### src/dcsw_pkg.sv
// Package for the drive command and condition word block
package dcsw_pkg;
    localparam int CW = 16;
    // Command word bit positions
    localparam int CB_PRE_LO = 0;
    localparam int CB_PRE_HI = 1;
    localparam int CB_BRAKE = 2;
    localparam int CB_COAST = 3;
    localparam int CB_QSTOP = 4;
    localparam int CB_HOLD = 5;
    localparam int CB_START = 6;
    localparam int CB_RESET = 7;
    localparam int CB_JOG = 8;
    localparam int CB_RAMP = 9;
    localparam int CB_VALID = 10;
    localparam int CB_RLY1 = 11;
    localparam int CB_RLY2 = 12;
    localparam int CB_SET_LO = 13;
    localparam int CB_SET_HI = 14;
    localparam int CB_REV = 15;
    // Condition word bit positions
    localparam int SB_CTRL_RDY = 0;
    localparam int SB_DRV_RDY = 1;
    localparam int SB_ENABLE = 2;
    localparam int SB_TRIP = 3;
    localparam int SB_ERROR = 4;
    localparam int SB_UNUSED = 5;
    localparam int SB_TLOCK = 6;
    localparam int SB_WARN = 7;
    localparam int SB_ON_REF = 8;
    localparam int SB_BUS_CTL = 9;
    localparam int SB_FLIM_OK = 10;
    localparam int SB_IN_OP = 11;
    localparam int SB_AUTO_RS = 12;
    localparam int SB_VOLT = 13;
    localparam int SB_TORQ = 14;
    localparam int SB_TIMER = 15;
    // Reset values and scaling
    localparam logic [15:0] CMD_RESET = 16'h0000;
    localparam logic [15:0] REF_FULL = 16'h4000;
    // Source selection for bus/input combination
    typedef enum logic [1:0] {
        DCSW_SRC_INPUT = 2'h0,
        DCSW_SRC_BUS = 2'h1,
        DCSW_SRC_AND = 2'h2,
        DCSW_SRC_OR = 2'h3
    } dcsw_src_t;
endpackage : dcsw_pkg

### src/dcsw_core.sv
// Drive command word decoder and condition word composer
// Notes on behaviour
// Bit 02 low: DC brake then stop
// Bit 03 low: output stage off, coast
// Bit 04 low: quick-stop ramp to standstill
// Bit 05 low: freeze output frequency
// Frozen: stop only by coast/brake/inputs
// Bit 06 low: ramp stop; high permits start
// Bit 07 rising edge clears trip
// Bit 08 high: run at jog speed
// Bit 09 selects ramp set one or two
// Bit 10 low: whole word ignored
// Bits 11/12 drive relays if configured
// Bits 14:13 pick set-up in multi mode
// Bit 15 reverses if source allows
// Bus bits combine with inputs per source
// Status 00..02: ready, drive ready, enable
// Status 03,04,06,07: trip, error, lock, warn
// Status 08: speed equals reference
// Status 09: bus control accepted
// Status 10 limits ok, 11 in operation
// Status 12..15: temp, voltage, torque, timer
// Link lost forces status to zero
// References scaled 16384 equals 100 percent
// Bits 01:00 select one of four presets
// Status bit 05 always zero
`timescale 1ns/10ps
module dcsw_core
    import dcsw_pkg::*;
(
    // Clock and reset
    input wire logic mclk,
    input wire logic reset,
    // Command word from the fieldbus
    input wire logic cmd_word_stb,
    input wire logic [dcsw_pkg::CW-1:0] drive_command_word,
    input wire logic [15:0] bus_speed_ref,
    // Configuration
    input wire dcsw_pkg::dcsw_src_t preset_src,
    input wire dcsw_pkg::dcsw_src_t coast_src,
    input wire dcsw_pkg::dcsw_src_t start_src,
    input wire dcsw_pkg::dcsw_src_t setup_src,
    input wire dcsw_pkg::dcsw_src_t reverse_src,
    input wire logic relay1_follows_bus,
    input wire logic relay2_follows_bus,
    input wire logic multi_setup_mode,
    // Digital input functions, active high except din_coast_n, which is active low
    input wire logic [1:0] din_preset,
    input wire logic din_coast_n,
    input wire logic din_start,
    input wire logic [1:0] din_setup,
    input wire logic din_reverse,
    input wire logic din_stop_req,
    // Drive conditions
    input wire logic tripped,
    input wire logic trip_locked,
    input wire logic error_no_trip,
    input wire logic warning,
    input wire logic drive_ready,
    input wire logic speed_on_ref,
    input wire logic local_active,
    input wire logic freq_in_limits,
    input wire logic freq_nonzero,
    input wire logic overtemp_autostart,
    input wire logic dc_volt_bad,
    input wire logic torque_over,
    input wire logic thermal_over,
    input wire logic link_ok,
    input wire logic [15:0] actual_freq_pct,
    // Drive commands
    output logic dc_brake_q,
    output logic coast_q,
    output logic quick_stop_q,
    output logic hold_freq_q,
    output logic ramp_stop_q,
    output logic trip_reset_q,
    output logic jog_q,
    output logic ramp2_sel_q,
    output logic relay1_q,
    output logic relay2_q,
    output logic [1:0] setup_sel_q,
    output logic reverse_q,
    output logic [1:0] preset_sel_q,
    output logic [15:0] speed_ref_q,
    // Status back to the fieldbus
    output logic [15:0] drive_condition_word_q,
    output logic [15:0] actual_output_value_q
);
    import dcsw_pkg::*;

    logic [15:0] cmd_q;
    logic rst_bit_q;

    // Bit map below only fits 16-bit words
    if (CW != 16) begin : g_width_check
        $error("command word width must be 16");
    end

    // Terminals are asynchronous: three stages, taken once two and three agree,
    // so a level caught mid-change never reaches the decode
    localparam logic [7:0] DIN_IDLE = 8'h20;
    logic [7:0] din_raw;
    logic [7:0] din_q;
    logic [1:0] din_preset_s;
    logic din_coast_n_s;
    logic din_start_s;
    logic [1:0] din_setup_s;
    logic din_reverse_s;
    logic din_stop_s;
    assign din_raw = {din_preset, din_coast_n, din_start, din_setup, din_reverse,
        din_stop_req};
    for (genvar gi = 0; gi < $bits(din_raw); gi++) begin : g_din_sync
        logic s1_q;
        logic s2_q;
        logic s3_q;
        logic f_q;
        always_ff @(posedge mclk or posedge reset) begin
            if (reset) begin
                s1_q <= DIN_IDLE[gi];
                s2_q <= DIN_IDLE[gi];
                s3_q <= DIN_IDLE[gi];
                f_q <= DIN_IDLE[gi];
            end else begin
                s1_q <= din_raw[gi];
                s2_q <= s1_q;
                s3_q <= s2_q;
                if (s2_q == s3_q) begin
                    f_q <= s3_q;
                end
            end
        end
        assign din_q[gi] = f_q;
    end
    assign {din_preset_s, din_coast_n_s, din_start_s, din_setup_s, din_reverse_s,
        din_stop_s} = din_q;

    function automatic logic mix(dcsw_src_t s, logic b, logic d);
        case (s)
            DCSW_SRC_BUS: mix = b;
            DCSW_SRC_AND: mix = b & d;
            DCSW_SRC_OR: mix = b | d;
            default: mix = d;
        endcase
    endfunction : mix

    // Latch only valid words; invalid ones leave everything as it was
    always_ff @(posedge mclk or posedge reset) begin
        if (reset) begin
            cmd_q <= CMD_RESET;
            speed_ref_q <= 16'h0000;
        end else if (cmd_word_stb && drive_command_word[CB_VALID]) begin
            cmd_q <= drive_command_word;
            speed_ref_q <= bus_speed_ref;
        end
    end

    // Edge detect on held reset bit, so a steady level never re-clears
    always_ff @(posedge mclk or posedge reset) begin
        if (reset) begin
            rst_bit_q <= 1'b0;
            trip_reset_q <= 1'b0;
        end else begin
            rst_bit_q <= cmd_q[CB_RESET];
            trip_reset_q <= cmd_q[CB_RESET] & ~rst_bit_q;
        end
    end

    logic coast_run;
    logic start_ok;
    assign coast_run = mix(coast_src, cmd_q[CB_COAST], din_coast_n_s);
    assign start_ok = mix(start_src, cmd_q[CB_START], din_start_s);

    // Stop commands; while frozen only coast and brake paths act
    always_ff @(posedge mclk or posedge reset) begin
        if (reset) begin
            dc_brake_q <= 1'b0;
            coast_q <= 1'b1;
            quick_stop_q <= 1'b0;
            hold_freq_q <= 1'b0;
            ramp_stop_q <= 1'b1;
        end else begin
            hold_freq_q <= ~cmd_q[CB_HOLD];
            dc_brake_q <= ~cmd_q[CB_BRAKE] | din_stop_s;
            coast_q <= ~coast_run;
            quick_stop_q <= ~cmd_q[CB_QSTOP] & cmd_q[CB_HOLD];
            ramp_stop_q <= ~start_ok & cmd_q[CB_HOLD];
        end
    end

    // Run options, relays, set-up, direction, preset
    always_ff @(posedge mclk or posedge reset) begin
        if (reset) begin
            jog_q <= 1'b0;
            ramp2_sel_q <= 1'b0;
            relay1_q <= 1'b0;
            relay2_q <= 1'b0;
            setup_sel_q <= 2'h0;
            reverse_q <= 1'b0;
            preset_sel_q <= 2'h0;
        end else begin
            jog_q <= cmd_q[CB_JOG];
            ramp2_sel_q <= cmd_q[CB_RAMP];
            relay1_q <= relay1_follows_bus & cmd_q[CB_RLY1];
            relay2_q <= relay2_follows_bus & cmd_q[CB_RLY2];
            if (multi_setup_mode) begin
                setup_sel_q[0] <= mix(setup_src, cmd_q[CB_SET_LO], din_setup_s[0]);
                setup_sel_q[1] <= mix(setup_src, cmd_q[CB_SET_HI], din_setup_s[1]);
            end
            reverse_q <= mix(reverse_src, cmd_q[CB_REV], din_reverse_s);
            preset_sel_q[0] <= mix(preset_src, cmd_q[CB_PRE_LO], din_preset_s[0]);
            preset_sel_q[1] <= mix(preset_src, cmd_q[CB_PRE_HI], din_preset_s[1]);
        end
    end

    // Condition word
    logic [15:0] cond_d;
    always_comb begin
        cond_d = 16'h0000;
        cond_d[SB_CTRL_RDY] = ~tripped;
        cond_d[SB_DRV_RDY] = drive_ready;
        cond_d[SB_ENABLE] = coast_run;
        cond_d[SB_TRIP] = tripped;
        cond_d[SB_ERROR] = error_no_trip;
        cond_d[SB_UNUSED] = 1'b0;
        cond_d[SB_TLOCK] = trip_locked;
        cond_d[SB_WARN] = warning;
        cond_d[SB_ON_REF] = speed_on_ref;
        cond_d[SB_BUS_CTL] = ~local_active;
        cond_d[SB_FLIM_OK] = freq_in_limits;
        cond_d[SB_IN_OP] = start_ok | freq_nonzero;
        cond_d[SB_AUTO_RS] = overtemp_autostart;
        cond_d[SB_VOLT] = dc_volt_bad;
        cond_d[SB_TORQ] = torque_over;
        cond_d[SB_TIMER] = thermal_over;
        if (!link_ok) begin
            cond_d = 16'h0000;
        end
    end

    always_ff @(posedge mclk or posedge reset) begin
        if (reset) begin
            drive_condition_word_q <= 16'h0000;
            actual_output_value_q <= 16'h0000;
        end else begin
            drive_condition_word_q <= cond_d;
            actual_output_value_q <= actual_freq_pct;
        end
    end

    // Checks
    chk_invalid_ignored: assert property (@(posedge mclk) disable iff (reset)
        (cmd_word_stb && !drive_command_word[CB_VALID]) |=> $stable(cmd_q))
        else $error("invalid word changed command");
    chk_reset_edge: assert property (@(posedge mclk) disable iff (reset)
        trip_reset_q |-> $past(cmd_q[CB_RESET]) && !$past(rst_bit_q))
        else $error("trip reset without rising edge");
    chk_reset_pulse: assert property (@(posedge mclk) disable iff (reset)
        trip_reset_q |=> !trip_reset_q)
        else $error("trip reset longer than one cycle");
    chk_link_zero: assert property (@(posedge mclk) disable iff (reset)
        !link_ok |=> drive_condition_word_q == 16'h0000)
        else $error("status not cleared on link loss");
    chk_bit5_zero: assert property (@(posedge mclk) disable iff (reset)
        !drive_condition_word_q[SB_UNUSED])
        else $error("status bit 5 set");
    chk_brake_cmd: assert property (@(posedge mclk) disable iff (reset)
        !cmd_q[CB_BRAKE] |=> dc_brake_q)
        else $error("brake not applied");
    chk_coast_cmd: assert property (@(posedge mclk) disable iff (reset)
        (coast_src == DCSW_SRC_BUS && !cmd_q[CB_COAST]) |=> coast_q)
        else $error("coast not applied");
    chk_relay_gate: assert property (@(posedge mclk) disable iff (reset)
        !relay1_follows_bus |=> !relay1_q)
        else $error("relay one driven while unassigned");
    chk_trip_bits: assert property (@(posedge mclk) disable iff (reset)
        (link_ok && tripped) |=> drive_condition_word_q[SB_TRIP]
            && !drive_condition_word_q[SB_CTRL_RDY])
        else $error("trip bits wrong");
    chk_jog_cmd: assert property (@(posedge mclk) disable iff (reset)
        cmd_q[CB_JOG] |=> jog_q)
        else $error("jog not followed");
    chk_hold_cmd: assert property (@(posedge mclk) disable iff (reset)
        !cmd_q[CB_HOLD] |=> hold_freq_q)
        else $error("hold not applied");
    chk_qstop_cmd: assert property (@(posedge mclk) disable iff (reset)
        (!cmd_q[CB_QSTOP] && cmd_q[CB_HOLD]) |=> quick_stop_q)
        else $error("quick stop not applied");
    chk_frozen_stops: assert property (@(posedge mclk) disable iff (reset)
        !cmd_q[CB_HOLD] |=> !quick_stop_q && !ramp_stop_q)
        else $error("ramp stop acted while frozen");
    chk_stop_input: assert property (@(posedge mclk) disable iff (reset)
        din_stop_s |=> dc_brake_q)
        else $error("stop input did not brake");
    chk_setup_hold: assert property (@(posedge mclk) disable iff (reset)
        !multi_setup_mode |=> $stable(setup_sel_q))
        else $error("set-up changed outside multi mode");
    chk_reverse_input: assert property (@(posedge mclk) disable iff (reset)
        (reverse_src == DCSW_SRC_INPUT) |=> reverse_q == $past(din_reverse_s))
        else $error("reverse not taken from input");
    chk_ref_latch: assert property (@(posedge mclk) disable iff (reset)
        (cmd_word_stb && drive_command_word[CB_VALID]) |=> speed_ref_q == $past(bus_speed_ref))
        else $error("speed reference not taken");
    cov_valid_word: cover property (@(posedge mclk) disable iff (reset)
        cmd_word_stb && drive_command_word[CB_VALID]);
    cov_trip_reset: cover property (@(posedge mclk) disable iff (reset) trip_reset_q);
    cov_link_loss: cover property (@(posedge mclk) disable iff (reset) !link_ok);
    cov_frozen_stop: cover property (@(posedge mclk) disable iff (reset)
        !cmd_q[CB_HOLD] && din_stop_s);
endmodule : dcsw_core

### config.mk
export PLATFORM = sky130hd
export DESIGN_NAME = dcsw_core
export DESIGN_NICKNAME = d
export VERILOG_FILES = /design/src/dcsw_pkg.sv /design/src/dcsw_core.sv
export SDC_FILE = /design/constraint.sdc
export NUM_CORES = 1
export LEC_CHECK = 0
export BUFFER_PORTS_ARGS = -buffer_cell sky130_fd_sc_hd__buf_2
export CORE_MARGIN = 3
export CORE_UTILIZATION = 35
export CTS_CLUSTER_DIAMETER = 150
export DETAILED_ROUTE_END_ITERATION = 10
export PLACE_DENSITY = 0.7
export SYNTH_ARGS = -nofsm -noshare
export SYNTH_HDL_FRONTEND = slang
export SYNTH_SLANG_ARGS = --single-unit
### constraint.sdc
create_clock -name mclk -period 5.08 [get_ports mclk]
set_input_delay 1.016 -clock mclk [delete_from_list [all_inputs] [get_ports mclk]]
set_output_delay 1.016 -clock mclk [all_outputs]
set_load 0.1 [all_outputs]
Word level (Yosys, flattened, before mapping). Cells that the tools add are included.

Register bits: 112. Latch bits: 0. Bits in writable memories: 0. ROM bits: 0. Input port bits: 86. Output and inout bits: 63. Logic and storage cells: 111. Memories kept: 0.

Add/sub/neg operators: 0. Multiply operators: 0. Divide/modulo/power cells: 0. Magnitude comparators: 0. Equal/unequal tests: 23. Shift operators: 0. Muxes and demuxes: 8. Bitwise logic cells: 29. Reductions and logical operators: 1.

Operators by type and width (number): $pmux W1 S3 (7); $eq A2 B2 Y1 const B (10); $mux W16 (1); $and A1 B1 Y1 (12); $eq A2 B1 Y1 const B (5); $or A1 B1 Y1 (9); $eq A1 B1 Y1 (8); $not A1 Y1 (8); $logic_and A1 B1 Y1 (1).

Longest topological paths before layout.
Depth after elaboration: 4. Gate-level depth with buffers: 3. Gate-level depth less buffers: 3.

Least setup slack after synthesis. No wires, ideal clock.

Path kind: register to output. Start: register setup_sel_q[1]. End: output port setup_sel_q[1]. Arrival time: 0.898 ns. Required time: 4.064 ns. Path slack: 3.166 ns. Stages on the path, launching flop included: 1. Path buffers: 0. Path through: dfrtp_1.

RTL lines: start: declaration (RTL line dcsw_core.sv:81) `output logic [1:0] setup_sel_q,`; start signal: assignment (RTL line dcsw_core.sv:207) `setup_sel_q[1] <= mix(setup_src, cmd_q[CB_SET_HI], din_setup_s[1]);`.

No word-level cell between the ends.

Final worst setup path.
Start: register ramp_stop_q. End: output port ramp_stop_q.

RTL lines: start: declaration (RTL line dcsw_core.sv:75) `output logic ramp_stop_q,`; start signal: assignment (RTL line dcsw_core.sv:186) `ramp_stop_q <= ~start_ok & cmd_q[CB_HOLD];`.

No word-level cell between the ends.

==> flow_summary.toml <==
[outcome]
outcome = "finished clean"

[placement]
dp.cells = 487
port-buffer-count = 147
dp_hpwl_um = 4976
gp_congestion = 0.6913

[die]
io_pins = 149
die_h_um = 108.2
rows = 36
fp.dieArea_um2 = 11700
core_um2 = 9955
start_util_pct = 36.70
fp.dieW_um = 108.2

[drt]
route.met3.wl_um = 597
top_layer = "met4"
via_per_inst = 4.245
detail-route-antenna-nets = 0
drt-initial-drc-count = 84
wl_um = 6875
vias = 2135
wl_met1_um = 3007
wl_per_cell_um = 13.67
drt-pass1-iter-count = 4
drc = 0
dr_wl_met2_um = 3156

[critical_path]
path_cells = "buf_2"
cp.arrival_ns = 1.31
worstPathRequired_ns = 4.06
worst_setup_path_end_kind = "output port"
crit_path_max_incr_delay_ns = 0.54
worstSetupPathType = "reg -> out"
crit_family = "flip-flops"
crit_buf_inv = 1
cpMaxStageDelayCell = "dfstp_2"
worstSetupStartpointType = "register"
critPathMaxFanout = 1

[clock_tree]
cts_sinks = 110
clk_transition_reported_paths_ns = 0.09
cts_tree = "yes"
clock_path_buffers = 2
postCtsSetupRepairBufs = 0
htreeDepth = 3
clock_latency_ns = 0.35
cts_buffers = 9
cts_resized = 0
ctsHoldBuffers = 0
root_buffer = "clkbuf_8"

[synthesis]
synth-seq-cells = 110
synth.avg_cell_area_um2 = 17.32
yosysWarnings = 0
synth_cells = 211
seq_area_frac_synth_pct = 75.55
syn-num-nets = 297
synth_area_um2 = 3654
ys_types = 22

[global_route]
grt_max_degree = 69
grt_pass1_vias = 2206
grt_usage_pct = 12.39
grt-ovfl-total = 0
antenna_found_initial = 0
grt_pass1_wl_um = 10960

[sta]
fmax_ghz = 0.4301
finalClockSkew_ns = 0.005683
final.setup.tns_ns = 0
worst_pin_slew_ns = 1.047
fin_crit_ns = 2.325
drv_slew = 0
final-setup-viol-count = 0
holdWs_ns = 0.3521
slew_headroom_pct = 29.98
period_share_pct = 45.76
final-hold-violation-count = 0
rsz0062_at_grt = "no"

[cells_and_area]
instances_no_fill = 503
final_cell_mix = "buf_2, dfrtp_1, mux2_4, and2_1, clkbuf_8"
nFillCells = 919
multi_input_area_um2 = 822.0
syn_to_final_growth_pct = 28.36
regArea_um2 = 2760
fin_nets = 451
diodes = 0
drive_gt1_share_pct = 54.05
final_common_cell = "buf_2"

[flow_run]
cap_violations = 0

[power_and_ir_drop]
leakage_nw = 2.409
power_density_nw_per_um2 = 437.0
ir_worst_vdd_mv = 0.2395
power.total_mw = 2.049

[hold_path]
hold_class = "reg -> reg"
-- final timing paths --
kind	cells past startpoint	to	from	slack [ns]
setup / recovery	1	ramp_stop_q	ramp_stop_q	2.76
hold / removal	0	g_din_sync[6].s2_q	g_din_sync[6].s1_q	0.35
setup reg to reg	3	drive_condition_word_q[11]	cmd_q[6]	4.18
hold reg to reg	0	g_din_sync[6].s2_q	g_din_sync[6].s1_q	0.35
max in group asynchronous	3	cmd_q[4]	reset	3.20
min in group asynchronous	2	actual_output_value_q[1]	reset	0.80
-- area by class of cell --
class / instances / area share [%]
flip-flops and latches: 110 / 58.86
multi-input cells: 89 / 17.53
repair buffers: 148 / 15.85
well taps: 133 / 3.549
clock buffers: 13 / 3.175
inverters: 7 / 0.6137
clock inverters: 3 / 0.4269
-- cell families after synthesis --
family | Yosys count | share of synthesized area [%]
flops | 110 | 75.55
simple gates | 27 | 4.007
other cells | 1 | 0.1026
buf+inv | 12 | 1.952
mux | 31 | 12.64
fa+ha+maj | 8 | 2.192
compound gates | 20 | 3.082
xor+xnor | 2 | 0.4795
-- cells in the mapped netlist --
cell type / n / area, um^2
buf_4: 1 / 7.510
mux2_2: 1 / 11.26
clkbuf_1: 1 / 3.750
a221oi_1: 2 / 17.52
nand2b_1: 2 / 12.51
nor2_1: 9 / 33.78
dfrtp_1: 104 / 2603
a21o_1: 1 / 7.510
maj3_1: 8 / 80.08
nand2_2: 1 / 6.260
dfstp_2: 6 / 157.7
xnor2_1: 1 / 8.760
conb_1: 1 / 3.750
a21oi_1: 7 / 35.03
mux2_4: 30 / 450.4
o21a_1: 1 / 7.510
nor2b_1: 2 / 12.51
inv_1: 7 / 26.28
xor2_1: 1 / 8.760
and2_1: 13 / 81.33
o21ai_0: 9 / 45.04
buf_6: 3 / 33.78
-- routing by layer --
metal | track usage (%) | vias to the layer above
met2 | 19.14 | 92
li1 | - | 999
met4 | 5.410 | 0
met5 | 0 | -
met3 | 4.418 | 12
met1 | 15.80 | 1032
-- stage by stage --
stage               worst slack (ns)  utilization (%)  cell area (um^2)
global route                   2.694            47.11              4690
CTS                            2.723            47.11              4690
detailed placement             2.628            45.41              4521
global placement               2.665            45.41              4521
floorplan                      1.172                -              3654
finish                         2.755            47.11              4690
-- registers in the layout, indices dropped and copies added, names as in the netlist, 2 cells and up --
name                    cells
cmd_q                      15
g_din_sync.f_q              4
g_din_sync.s2_q             8
drive_condition_word_q     15
g_din_sync.s3_q             8
actual_output_value_q      16
preset_sel_q                2
setup_sel_q                 2
speed_ref_q                16
g_din_sync.s1_q             8
-- report_power, final --
group,internal [mW],switching (mW),leakage (nW)
Combinational,0.127,0.460,1.03
Clock,0.192,0.269,0.0796
Sequential,0.962,0.0390,1.30
Total,1.28,0.768,2.41
No activity file was read; power rests on OpenSTA's default activity.
